--- src/rtl/oed_cfg.svh ---
// Constants for the operand size and effective-address decoder.
`ifndef OED_CFG_SVH
`define OED_CFG_SVH
// ****************************************
// Bit positions of the most significant bit per size.
// ****************************************
`define OED_BYTE_MSB 7
`define OED_WORD_MSB 15
`define OED_LONG_MSB 31
// ****************************************
// Status word: reset value and implemented bits.
// ****************************************
`define OED_SR_RESET 16'h2700
`define OED_SR_IMPL_MASK 16'hb79f
`define OED_CCR_IMPL_MASK 16'h009f
// ****************************************
// Effective-address field codes.
// ****************************************
`define OED_MODE_DREG 3'h0
`define OED_MODE_AREG 3'h1
`define OED_MODE_IND 3'h2
`define OED_MODE_POSTINC 3'h3
`define OED_MODE_PREDEC 3'h4
`define OED_MODE_DISP16 3'h5
`define OED_MODE_INDEX8 3'h6
`define OED_MODE_EXT 3'h7
`define OED_EXT_ABS_SHORT 3'h0
`define OED_EXT_ABS_LONG 3'h1
`define OED_EXT_PC_DISP 3'h2
`define OED_EXT_PC_INDEX 3'h3
`define OED_EXT_IMM 3'h4
// ****************************************
// Opcode masks and patterns of the omitted groups.
// ****************************************
`define OED_BCD_MASK 16'hb1f0
`define OED_BCD_PAT 16'h8100
`define OED_NBCD_MASK 16'hffc0
`define OED_NBCD_PAT 16'h4800
`define OED_BFLD_MASK 16'hf8c0
`define OED_BFLD_PAT 16'he8c0
`define OED_ROTM_MASK 16'hfcc0
`define OED_ROTM_PAT 16'he4c0
`define OED_ROTR_MASK 16'hf010
`define OED_ROTR_PAT 16'he010
`define OED_DBCC_MASK 16'hf0f8
`define OED_DBCC_PAT 16'h50c8
`define OED_MUL64_MASK 16'hffc0
`define OED_MUL64_PAT 16'h4c00
`define OED_MUL64_EXT_BIT 10
`endif

--- src/rtl/oed_pkg.sv ---
// Types shared by the operand size and effective-address decoder.
package oed_pkg;
	// ****************************************
	// Operand sizes.
	// ****************************************
	typedef enum logic [1:0] {
		OED_SZ_BYTE = 2'b00,
		OED_SZ_WORD = 2'b01,
		OED_SZ_LONG = 2'b10,
		OED_SZ_BAD = 2'b11
	} oed_size_t;
	// ****************************************
	// Decoded addressing modes.
	// ****************************************
	typedef enum logic [3:0] {
		OED_EA_DREG = 4'b0000,
		OED_EA_AREG = 4'b0001,
		OED_EA_IND = 4'b0010,
		OED_EA_POSTINC = 4'b0011,
		OED_EA_PREDEC = 4'b0100,
		OED_EA_DISP16 = 4'b0101,
		OED_EA_INDEX8 = 4'b0110,
		OED_EA_PC_DISP = 4'b0111,
		OED_EA_PC_INDEX = 4'b1000,
		OED_EA_ABS_SHORT = 4'b1001,
		OED_EA_ABS_LONG = 4'b1010,
		OED_EA_IMM = 4'b1011,
		OED_EA_NONE = 4'b1111
	} oed_ea_mode_t;
	// Decoded mode with its categories.
	typedef struct packed {
		oed_ea_mode_t mode;
		logic [2:0] reg_num;
		logic is_data;
		logic is_memory;
		logic is_control;
		logic is_alterable;
	} oed_ea_info_t;
	// One operation handed to the decoder.
	typedef struct packed {
		logic valid;
		logic [15:0] opcode;
		logic [15:0] ext_word;
		oed_size_t size;
		logic src_is_addr;
		logic dst_is_addr;
		logic [31:0] src_value;
		logic [31:0] dst_old;
		logic [1:0] addr_lo;
	} oed_req_t;
	// Memory lane image of a store.
	typedef struct packed {
		logic [3:0] byte_en;
		logic [31:0] data;
	} oed_lane_t;
endpackage

--- src/rtl/oed_decode.sv ---
// Operand organisation, status word access and effective-address decode.
`include "oed_cfg.svh"

module oed_decode (
	input wire logic core_clk,
	input wire logic reset_n,
	input wire oed_pkg::oed_req_t req,
	input wire logic sr_wr_en,
	input wire logic sr_wr_ccr_only,
	input wire logic [15:0] sr_wdata,
	output logic rsp_valid_q,
	output oed_pkg::oed_ea_info_t ea_info_q,
	output logic illegal_q,
	output logic [31:0] result_q,
	output oed_pkg::oed_lane_t lane_q,
	output logic [15:0] sr_rdata_q,
	output logic [15:0] ccr_rdata_q
);
	// ****************************************
	// State and next values.
	// ****************************************
	logic [15:0] sr_q; // Stored status word, implemented bits only.
	logic [15:0] sr_d;
	logic rsp_valid_d;
	oed_pkg::oed_ea_info_t ea_info_d;
	logic illegal_d;
	logic [31:0] result_d;
	oed_pkg::oed_lane_t lane_d;
	logic [15:0] sr_rdata_d;
	logic [15:0] ccr_rdata_d;
	logic ea_bad; // Mode field combination outside the twelve modes.
	logic op_omitted; // Opcode from a group this core does not carry.
	logic size_bad; // Size code or register pairing not encodable.
	logic [31:0] src_sized; // Source sign-extended from bit 15 for words; byte and long sources pass unchanged.
	logic [15:0] lane_word; // Low word of the source for stores.

	// ****************************************
	// Effective-address decode.
	// ****************************************
	// Mode and register fields sit in the low six opcode bits.
	always_comb begin
		ea_info_d = '0;
		ea_info_d.reg_num = req.opcode[2:0];
		ea_bad = 1'b0;
		case (req.opcode[5:3])
			`OED_MODE_DREG: begin
				ea_info_d.mode = oed_pkg::OED_EA_DREG;
			end
			`OED_MODE_AREG: begin
				ea_info_d.mode = oed_pkg::OED_EA_AREG;
			end
			`OED_MODE_IND: begin
				ea_info_d.mode = oed_pkg::OED_EA_IND;
			end
			`OED_MODE_POSTINC: begin
				ea_info_d.mode = oed_pkg::OED_EA_POSTINC;
			end
			`OED_MODE_PREDEC: begin
				ea_info_d.mode = oed_pkg::OED_EA_PREDEC;
			end
			`OED_MODE_DISP16: begin
				ea_info_d.mode = oed_pkg::OED_EA_DISP16;
			end
			`OED_MODE_INDEX8: begin
				ea_info_d.mode = oed_pkg::OED_EA_INDEX8;
			end
			default: begin
				// Mode seven: the register field picks the mode.
				case (req.opcode[2:0])
					`OED_EXT_PC_DISP: begin
						ea_info_d.mode = oed_pkg::OED_EA_PC_DISP;
					end
					`OED_EXT_PC_INDEX: begin
						ea_info_d.mode = oed_pkg::OED_EA_PC_INDEX;
					end
					`OED_EXT_ABS_SHORT: begin
						ea_info_d.mode = oed_pkg::OED_EA_ABS_SHORT;
					end
					`OED_EXT_ABS_LONG: begin
						ea_info_d.mode = oed_pkg::OED_EA_ABS_LONG;
					end
					`OED_EXT_IMM: begin
						ea_info_d.mode = oed_pkg::OED_EA_IMM;
					end
					default: begin
						// Codes five to seven have no mode here.
						ea_info_d.mode = oed_pkg::OED_EA_NONE;
						ea_bad = 1'b1;
					end
				endcase
			end
		endcase
		// Categories follow from the mode alone.
		case (ea_info_d.mode)
			oed_pkg::OED_EA_DREG: begin
				ea_info_d.is_data = 1'b1;
				ea_info_d.is_alterable = 1'b1;
			end
			oed_pkg::OED_EA_AREG: begin
				ea_info_d.is_alterable = 1'b1;
			end
			oed_pkg::OED_EA_POSTINC, oed_pkg::OED_EA_PREDEC: begin
				ea_info_d.is_data = 1'b1;
				ea_info_d.is_memory = 1'b1;
				ea_info_d.is_alterable = 1'b1;
			end
			oed_pkg::OED_EA_IND, oed_pkg::OED_EA_DISP16, oed_pkg::OED_EA_INDEX8: begin
				ea_info_d.is_data = 1'b1;
				ea_info_d.is_memory = 1'b1;
				ea_info_d.is_control = 1'b1;
				ea_info_d.is_alterable = 1'b1;
			end
			oed_pkg::OED_EA_IMM: begin
				ea_info_d.is_data = 1'b1;
				ea_info_d.is_memory = 1'b1;
			end
			oed_pkg::OED_EA_NONE: begin
				ea_info_d.is_data = 1'b0;
			end
			default: begin
				// Program-counter and absolute modes are read-only.
				ea_info_d.is_data = 1'b1;
				ea_info_d.is_memory = 1'b1;
				ea_info_d.is_control = 1'b1;
			end
		endcase
	end

	// ****************************************
	// Omitted instruction groups.
	// ****************************************
	// Multiply-accumulate opcodes live on line ten and are never caught here.
	always_comb begin
		op_omitted = 1'b0;
		if ((req.opcode & `OED_BCD_MASK) == `OED_BCD_PAT) begin
			op_omitted = 1'b1;
		end
		if ((req.opcode & `OED_NBCD_MASK) == `OED_NBCD_PAT) begin
			op_omitted = 1'b1;
		end
		if ((req.opcode & `OED_BFLD_MASK) == `OED_BFLD_PAT) begin
			op_omitted = 1'b1;
		end
		if ((req.opcode & `OED_ROTM_MASK) == `OED_ROTM_PAT) begin
			op_omitted = 1'b1;
		end
		// Register rotates share the shift line; size code three is the memory form.
		if ((req.opcode & `OED_ROTR_MASK) == `OED_ROTR_PAT && req.opcode[7:6] != 2'b11) begin
			op_omitted = 1'b1;
		end
		if ((req.opcode & `OED_DBCC_MASK) == `OED_DBCC_PAT) begin
			op_omitted = 1'b1;
		end
		// The long multiply is legal only with a 32-bit product.
		if ((req.opcode & `OED_MUL64_MASK) == `OED_MUL64_PAT && req.ext_word[`OED_MUL64_EXT_BIT]) begin
			op_omitted = 1'b1;
		end
	end

	// ****************************************
	// Operand merge into the destination register.
	// ****************************************
	always_comb begin
		size_bad = (req.size == oed_pkg::OED_SZ_BAD);
		// An address register never pairs with a byte operand.
		if (req.size == oed_pkg::OED_SZ_BYTE && (req.src_is_addr || req.dst_is_addr)) begin
			size_bad = 1'b1;
		end
		src_sized = req.src_value;
		if (req.size == oed_pkg::OED_SZ_WORD) begin
			// Sign comes from bit fifteen, the word msb.
			src_sized = {{16{req.src_value[`OED_WORD_MSB]}}, req.src_value[`OED_WORD_MSB:0]};
		end
		if (req.dst_is_addr) begin
			result_d = src_sized;
		end else begin
			case (req.size)
				oed_pkg::OED_SZ_BYTE: begin
					result_d = {req.dst_old[31:`OED_BYTE_MSB + 1], req.src_value[`OED_BYTE_MSB:0]};
				end
				oed_pkg::OED_SZ_WORD: begin
					result_d = {req.dst_old[31:`OED_WORD_MSB + 1], req.src_value[`OED_WORD_MSB:0]};
				end
				oed_pkg::OED_SZ_LONG: begin
					result_d = req.src_value;
				end
				default: begin
					// Bad size leaves the register as it was.
					result_d = req.dst_old;
				end
			endcase
		end
		illegal_d = req.valid && (size_bad || ea_bad || op_omitted);
		rsp_valid_d = req.valid;
	end

	// ****************************************
	// Big-endian lane placement of a store.
	// ****************************************
	// Misaligned words and longwords get no byte enables; the bus side traps them.
	always_comb begin
		lane_word = req.src_value[15:0];
		lane_d = '0;
		case (req.size)
			oed_pkg::OED_SZ_BYTE: begin
				// Lower address means the more significant lane.
				lane_d.byte_en = 4'h8 >> req.addr_lo;
				lane_d.data = {4{req.src_value[7:0]}};
			end
			oed_pkg::OED_SZ_WORD: begin
				lane_d.data = {lane_word, lane_word};
				if (req.addr_lo == 2'h0) begin
					lane_d.byte_en = 4'hc;
				end else if (req.addr_lo == 2'h2) begin
					lane_d.byte_en = 4'h3;
				end
			end
			oed_pkg::OED_SZ_LONG: begin
				// High word rides the lanes of address N, low word N+2.
				lane_d.data = req.src_value;
				if (req.addr_lo == 2'h0) begin
					lane_d.byte_en = 4'hf;
				end
			end
			default: begin
				lane_d.byte_en = 4'h0;
			end
		endcase
	end

	// ****************************************
	// Status word and condition flags byte.
	// ****************************************
	// Both ports are 16 bits wide so every access is a whole word.
	always_comb begin
		sr_d = sr_q;
		if (sr_wr_en && sr_wr_ccr_only) begin
			// Upper byte of a flags write is dropped; the mask is applied at full width
			// so the system byte is kept rather than lost to a widened concatenation.
			sr_d = {sr_q[15:8], 8'h00} | (sr_wdata & `OED_CCR_IMPL_MASK);
		end else if (sr_wr_en) begin
			// Masking keeps reserved bits clear even if software sets them.
			sr_d = sr_wdata & `OED_SR_IMPL_MASK;
		end
		sr_rdata_d = sr_d & `OED_SR_IMPL_MASK;
		ccr_rdata_d = sr_d & `OED_CCR_IMPL_MASK;
	end

	// ****************************************
	// Registers.
	// ****************************************
	always_ff @(posedge core_clk or negedge reset_n) begin
		if (!reset_n) begin
			sr_q <= `OED_SR_RESET;
			rsp_valid_q <= 1'b0;
			ea_info_q <= '0;
			illegal_q <= 1'b0;
			result_q <= '0;
			lane_q <= '0;
			sr_rdata_q <= `OED_SR_RESET;
			ccr_rdata_q <= `OED_SR_RESET & `OED_CCR_IMPL_MASK;
		end else begin
			sr_q <= sr_d;
			rsp_valid_q <= rsp_valid_d;
			ea_info_q <= ea_info_d;
			illegal_q <= illegal_d;
			result_q <= result_d;
			lane_q <= lane_d;
			sr_rdata_q <= sr_rdata_d;
			ccr_rdata_q <= ccr_rdata_d;
		end
	end
endmodule

--- config.mk ---
export PLATFORM = sky130hd
export DESIGN_NAME = oed_decode
export DESIGN_NICKNAME = d
export VERILOG_FILES = /design/src/rtl/oed_pkg.sv /design/src/rtl/oed_decode.sv
export VERILOG_INCLUDE_DIRS = /design/src /design/src/rtl
export SDC_FILE = /design/constraint.sdc
export NUM_CORES = 1
export LEC_CHECK = 0
export ABC_CLOCK_PERIOD_IN_PS = 1000
export BUFFER_PORTS_ARGS = -buffer_cell sky130_fd_sc_hd__buf_2
export CORE_MARGIN = 2
export CORE_UTILIZATION = 44
export CTS_CLUSTER_DIAMETER = 60
export CTS_CLUSTER_SIZE = 10
export DETAILED_ROUTE_END_ITERATION = 16
export PLACE_DENSITY = 0.86
export SKIP_LAST_GASP = 1
export SLEW_MARGIN = 25
export SYNTH_ARGS = -nofsm -noshare
export SYNTH_HDL_FRONTEND = slang
export SYNTH_SLANG_ARGS = --single-unit
export TNS_END_PERCENT = 50
--- constraint.sdc ---
create_clock -name core_clk -period 1 [get_ports core_clk]
set_input_delay 0.15 -clock core_clk [delete_from_list [all_inputs] [get_ports core_clk]]
set_output_delay 0.15 -clock core_clk [all_outputs]
set_load 0.005 [all_outputs]
==> run summary <==
The flow ran to the end, but the final reports show violations. TritonCTS built the clock tree. STA classifies the critical path endpoint as an output pin.

Setup repair after global routing could not meet its margin everywhere. Summed over all failing endpoints, the final setup total negative slack is -995 ps. The first global-routing pass estimated 18,100 um of wire. For this design, the slowest cell found on the critical path is dfstp_2. The delay of the slowest cell on the worst path is 560 ps, and the clock-pin transition on the worst setup and hold timing paths is 100 ps. The run gives 2.94 nW as the leakage power.

The logs give 4 for the first-pass iteration count of the detailed router and 0 for the residual antenna-violating net count after detailed routing. The proportion of register bits with asynchronous set or reset after synthesis is 100%, and the sum of routed wire length over all layers is 11,900 um. The die width was 99.3 um. For the final core area utilization, the log shows 63.2%. In this design, the largest share of critical-path delay is due to flip-flops. TritonCTS created 9 clock buffers. The most common library cell in the layout ignoring fill and taps is buf_2.

Summing all non-filler instances in the final layout gives an area of 0.00554 mm^2. Synthesis inferred 93 register bits. In this run the power density over the cells is 1560 mW/mm^2.

Fraction of the mapped netlist area in adder cells: 0.282%. Once layout is complete, the cells apart from fillers number 683. Row generation in the floorplan step produced 34 rows. Post-synthesis share of cell area spent on xor and xnor gates: 0.219%. The routed design could run at a clock period as short as 1140 ps. The weighted congestion reported at the end of routability-driven placement came out at 0.849. The final global-route overflow total came out at 0. For the post-route clock skew, the log shows 0 ps. The worst path setup slack after routing is -141 ps. Sorting the synthesized cells by area gives the leading types as dfrtp_1 (56%), mux2_2 (7.9%), buf_4 (4.5%).

The proportion of synthesized chip area in sequential cells came out at 58.4%. The multiplexer share of the synthesized area came out at 9.90%. The tools report the depth of the CTS H-tree as 3. The highest clock rate is 0.876 GHz.

The checks that failed: negative setup slack. For the number of global-route vias before repair, the log shows 3,607. Timing analysis after detailed placement gives a worst setup slack of -393 ps. Setup violations remaining at the end of the flow were counted as 34. From bottom edge to top edge, the die measures 99.3 um. The number of maximum-capacitance violations came out at 0. The run gives 0.00985 mm^2 as the floorplan die area. The setup path with the least slack is of type register to output pin. The tightest hold path in the finished design has a slack of 33.5 ps.

The share of the clock period used by the worst path works out to 114%. Main combinational cell family by area after synthesis: compound AO/OA/AOI/OAI gates. Among all flip-flop cells after synthesis, the most frequent one is dfrtp_1.

After detailed routing, the average wire length per cell comes to 17.4 um. The number of enable-type register cells in the synthesized netlist is 0. The tools report the maximum VDD drop as 817 uV. The worst-case register-to-register setup slack was -40 ps. The area of all sequential standard cells is 0.00233 mm^2. The biggest area contributor in the post-synthesis netlist is dfrtp_1.

The final route contains 3,560 vias. Global routing consumed, over all layers together, 23.8% of the routing resources. Data on the critical path is required at its endpoint by 850 ps. In this run the biggest area consumer among cell types represents 55.8% of the synthesized area. Once placement completed, the tool counted placed cells totaling 658. For the area taken by multi-input logic gates, the log shows 0.00144 mm^2.

The number of antenna violations at the first check in global routing came out at 0. The tools report the maximum clock path buffer count as 2. In this run, distinct cell masters in the synthesized netlist total 38.

The worst path arrival time is 990 ps. After detailed routing, the number of remaining DRC violations is 0. The tools report the total I/O pin count as 236.

In this run the clock root is driven by a clkbuf_8. Entering global routing, the biggest net connects 35 pins. Walking the worst path, the cells encountered are buf_6. The run gives 0.00521 mm^2 as the cell area after placement.

The number of antenna diodes in the final layout is 0. The clock reaches the later pin of the worst-skew pair after 330 ps. The share of cells above drive strength 1 came out at 50.3%. For this design, the sink count on the clock tree is 93.

Summing the areas of all and, or, nand and nor instances in the mapped netlist gives 8.40% of the synthesized area. Summing every instance area after synthesis gives 0.00399 mm^2. Summing internal, switching and leakage power gives 8.64 mW. Sum of buffers and inverters on the critical path: 1. The library cells used most frequently in the layout, excluding fill and tap cells, are buf_2 (199), dfrtp_1 (89), nor2_1 (33). Area of the core region: 0.00876 mm^2. The number of nets in the finished design was 693; the final hold violation count was 0. From synthesis to final layout, the design area changed by 38.8%. After synthesis, the mean cell area works out to 11.4 um^2.

The class of the tightest hold or removal check was primary input to register. The synthesized netlist cell count came out at 350. Once detailed placement completed, the half-perimeter wirelength came to 9070 um. The average via count per standard cell is 5.21, and the number of port buffers is 202. The tools report the initial core utilization as 45.6%. The largest fanout of any net on the critical path works out to 2.

For the number of warning messages in the yosys log, the log shows 0. The synthesized netlist devotes 14.8% of its cell area to compound gates. Starting DRC count in detailed routing: 162. The run gives 0 as the final max-slew violation count. The layout has 694 filler cells. STA classifies the critical path startpoint as a register.
## flip-flops by register name, summed over array words and instances, names as in the netlist
| register | flops |
|---|---|
| ea_info_q | 11 |
| illegal_q | 1 |
| lane_q | 36 |
| result_q | 32 |
| rsp_valid_q | 1 |
| sr_q | 12 |
## Yosys cell counts, types with 2 or more instances
cell type	n
dfstp_2	4
nand2_1	12
dfrtp_1	89
nor2b_1	4
o22ai_1	16
inv_1	12
buf_6	2
a21oi_1	28
o21a_1	15
mux2i_1	8
a211oi_1	2
nand4_1	2
nand2b_1	2
a21o_1	16
buf_4	24
buf_2	3
o21ai_0	14
a31oi_1	2
nor2_1	33
nand3_1	5
nor3_1	2
mux2_2	28
clkbuf_1	12
## power by group
| group | leakage, nW | internal, mW | total [mW] | switching (mW) |
|---|---|---|---|---|
| clock network | 0.117 | 1.50 | 2.83 | 1.33 |
| registers | 1.11 | 4.09 | 4.20 | 0.113 |
| logic | 1.71 | 0.819 | 1.61 | 0.787 |
| total | 2.94 | 6.40 | 8.64 | 2.23 |
## final cells by class
type / instances / share of cell area (%)
multi-input cells: 215 / 26.0
clock buffers: 10 / 2.48
well taps: 108 / 2.44
inverters: 13 / 0.881
clock inverters: 6 / 1.65
repair buffers: 238 / 24.4
flip-flops and latches: 93 / 42.1
## path summary, 6_finish.rpt
| check | end | cells past startpoint | startpoint |
|---|---|---|---|
| min in group asynchronous | ea_info_q[3] | 2 | reset_n |
| max in group asynchronous | sr_q[8] | 3 | reset_n |
| min | sr_q[10] | 2 | sr_wdata[10] |
| min reg2reg | sr_q[1] | 1 | sr_q[1] |
| max reg2reg | sr_q[15] | 3 | sr_q[15] |
| max | sr_rdata_q[13] | 1 | sr_q[13] |
## metal layers
metal	GRT usage, %	routed length, um	vias up
met4	10.0	286	0
met1	28.4	4520	1710
li1	-	-	1612
met5	0	0	-
met2	41.9	6180	214
met3	4.64	865	24
## kinds of logic (layout without fill, tap and decap cells)
group,after synthesis,after routing
compound gates,95,95
flops,93,93
simple gates,68,68
buf+inv,55,267
mux,36,36
fa+ha+maj,1,1
other cells,1,14
xor+xnor,1,1
## timing repair
| item | in CTS | in global routing |
|---|---|---|
| endpoints found under the setup margin | 79 | 116 |
| resized for setup | 1 | 3 |
| pin swaps | 1 | 0 |
| setup buffers | 3 | 1 |
| endpoints found under the hold margin | 77 | 3 |
| hold buffers | 2 | 3 |
Note: power is estimated with default switching activity, not from simulation.
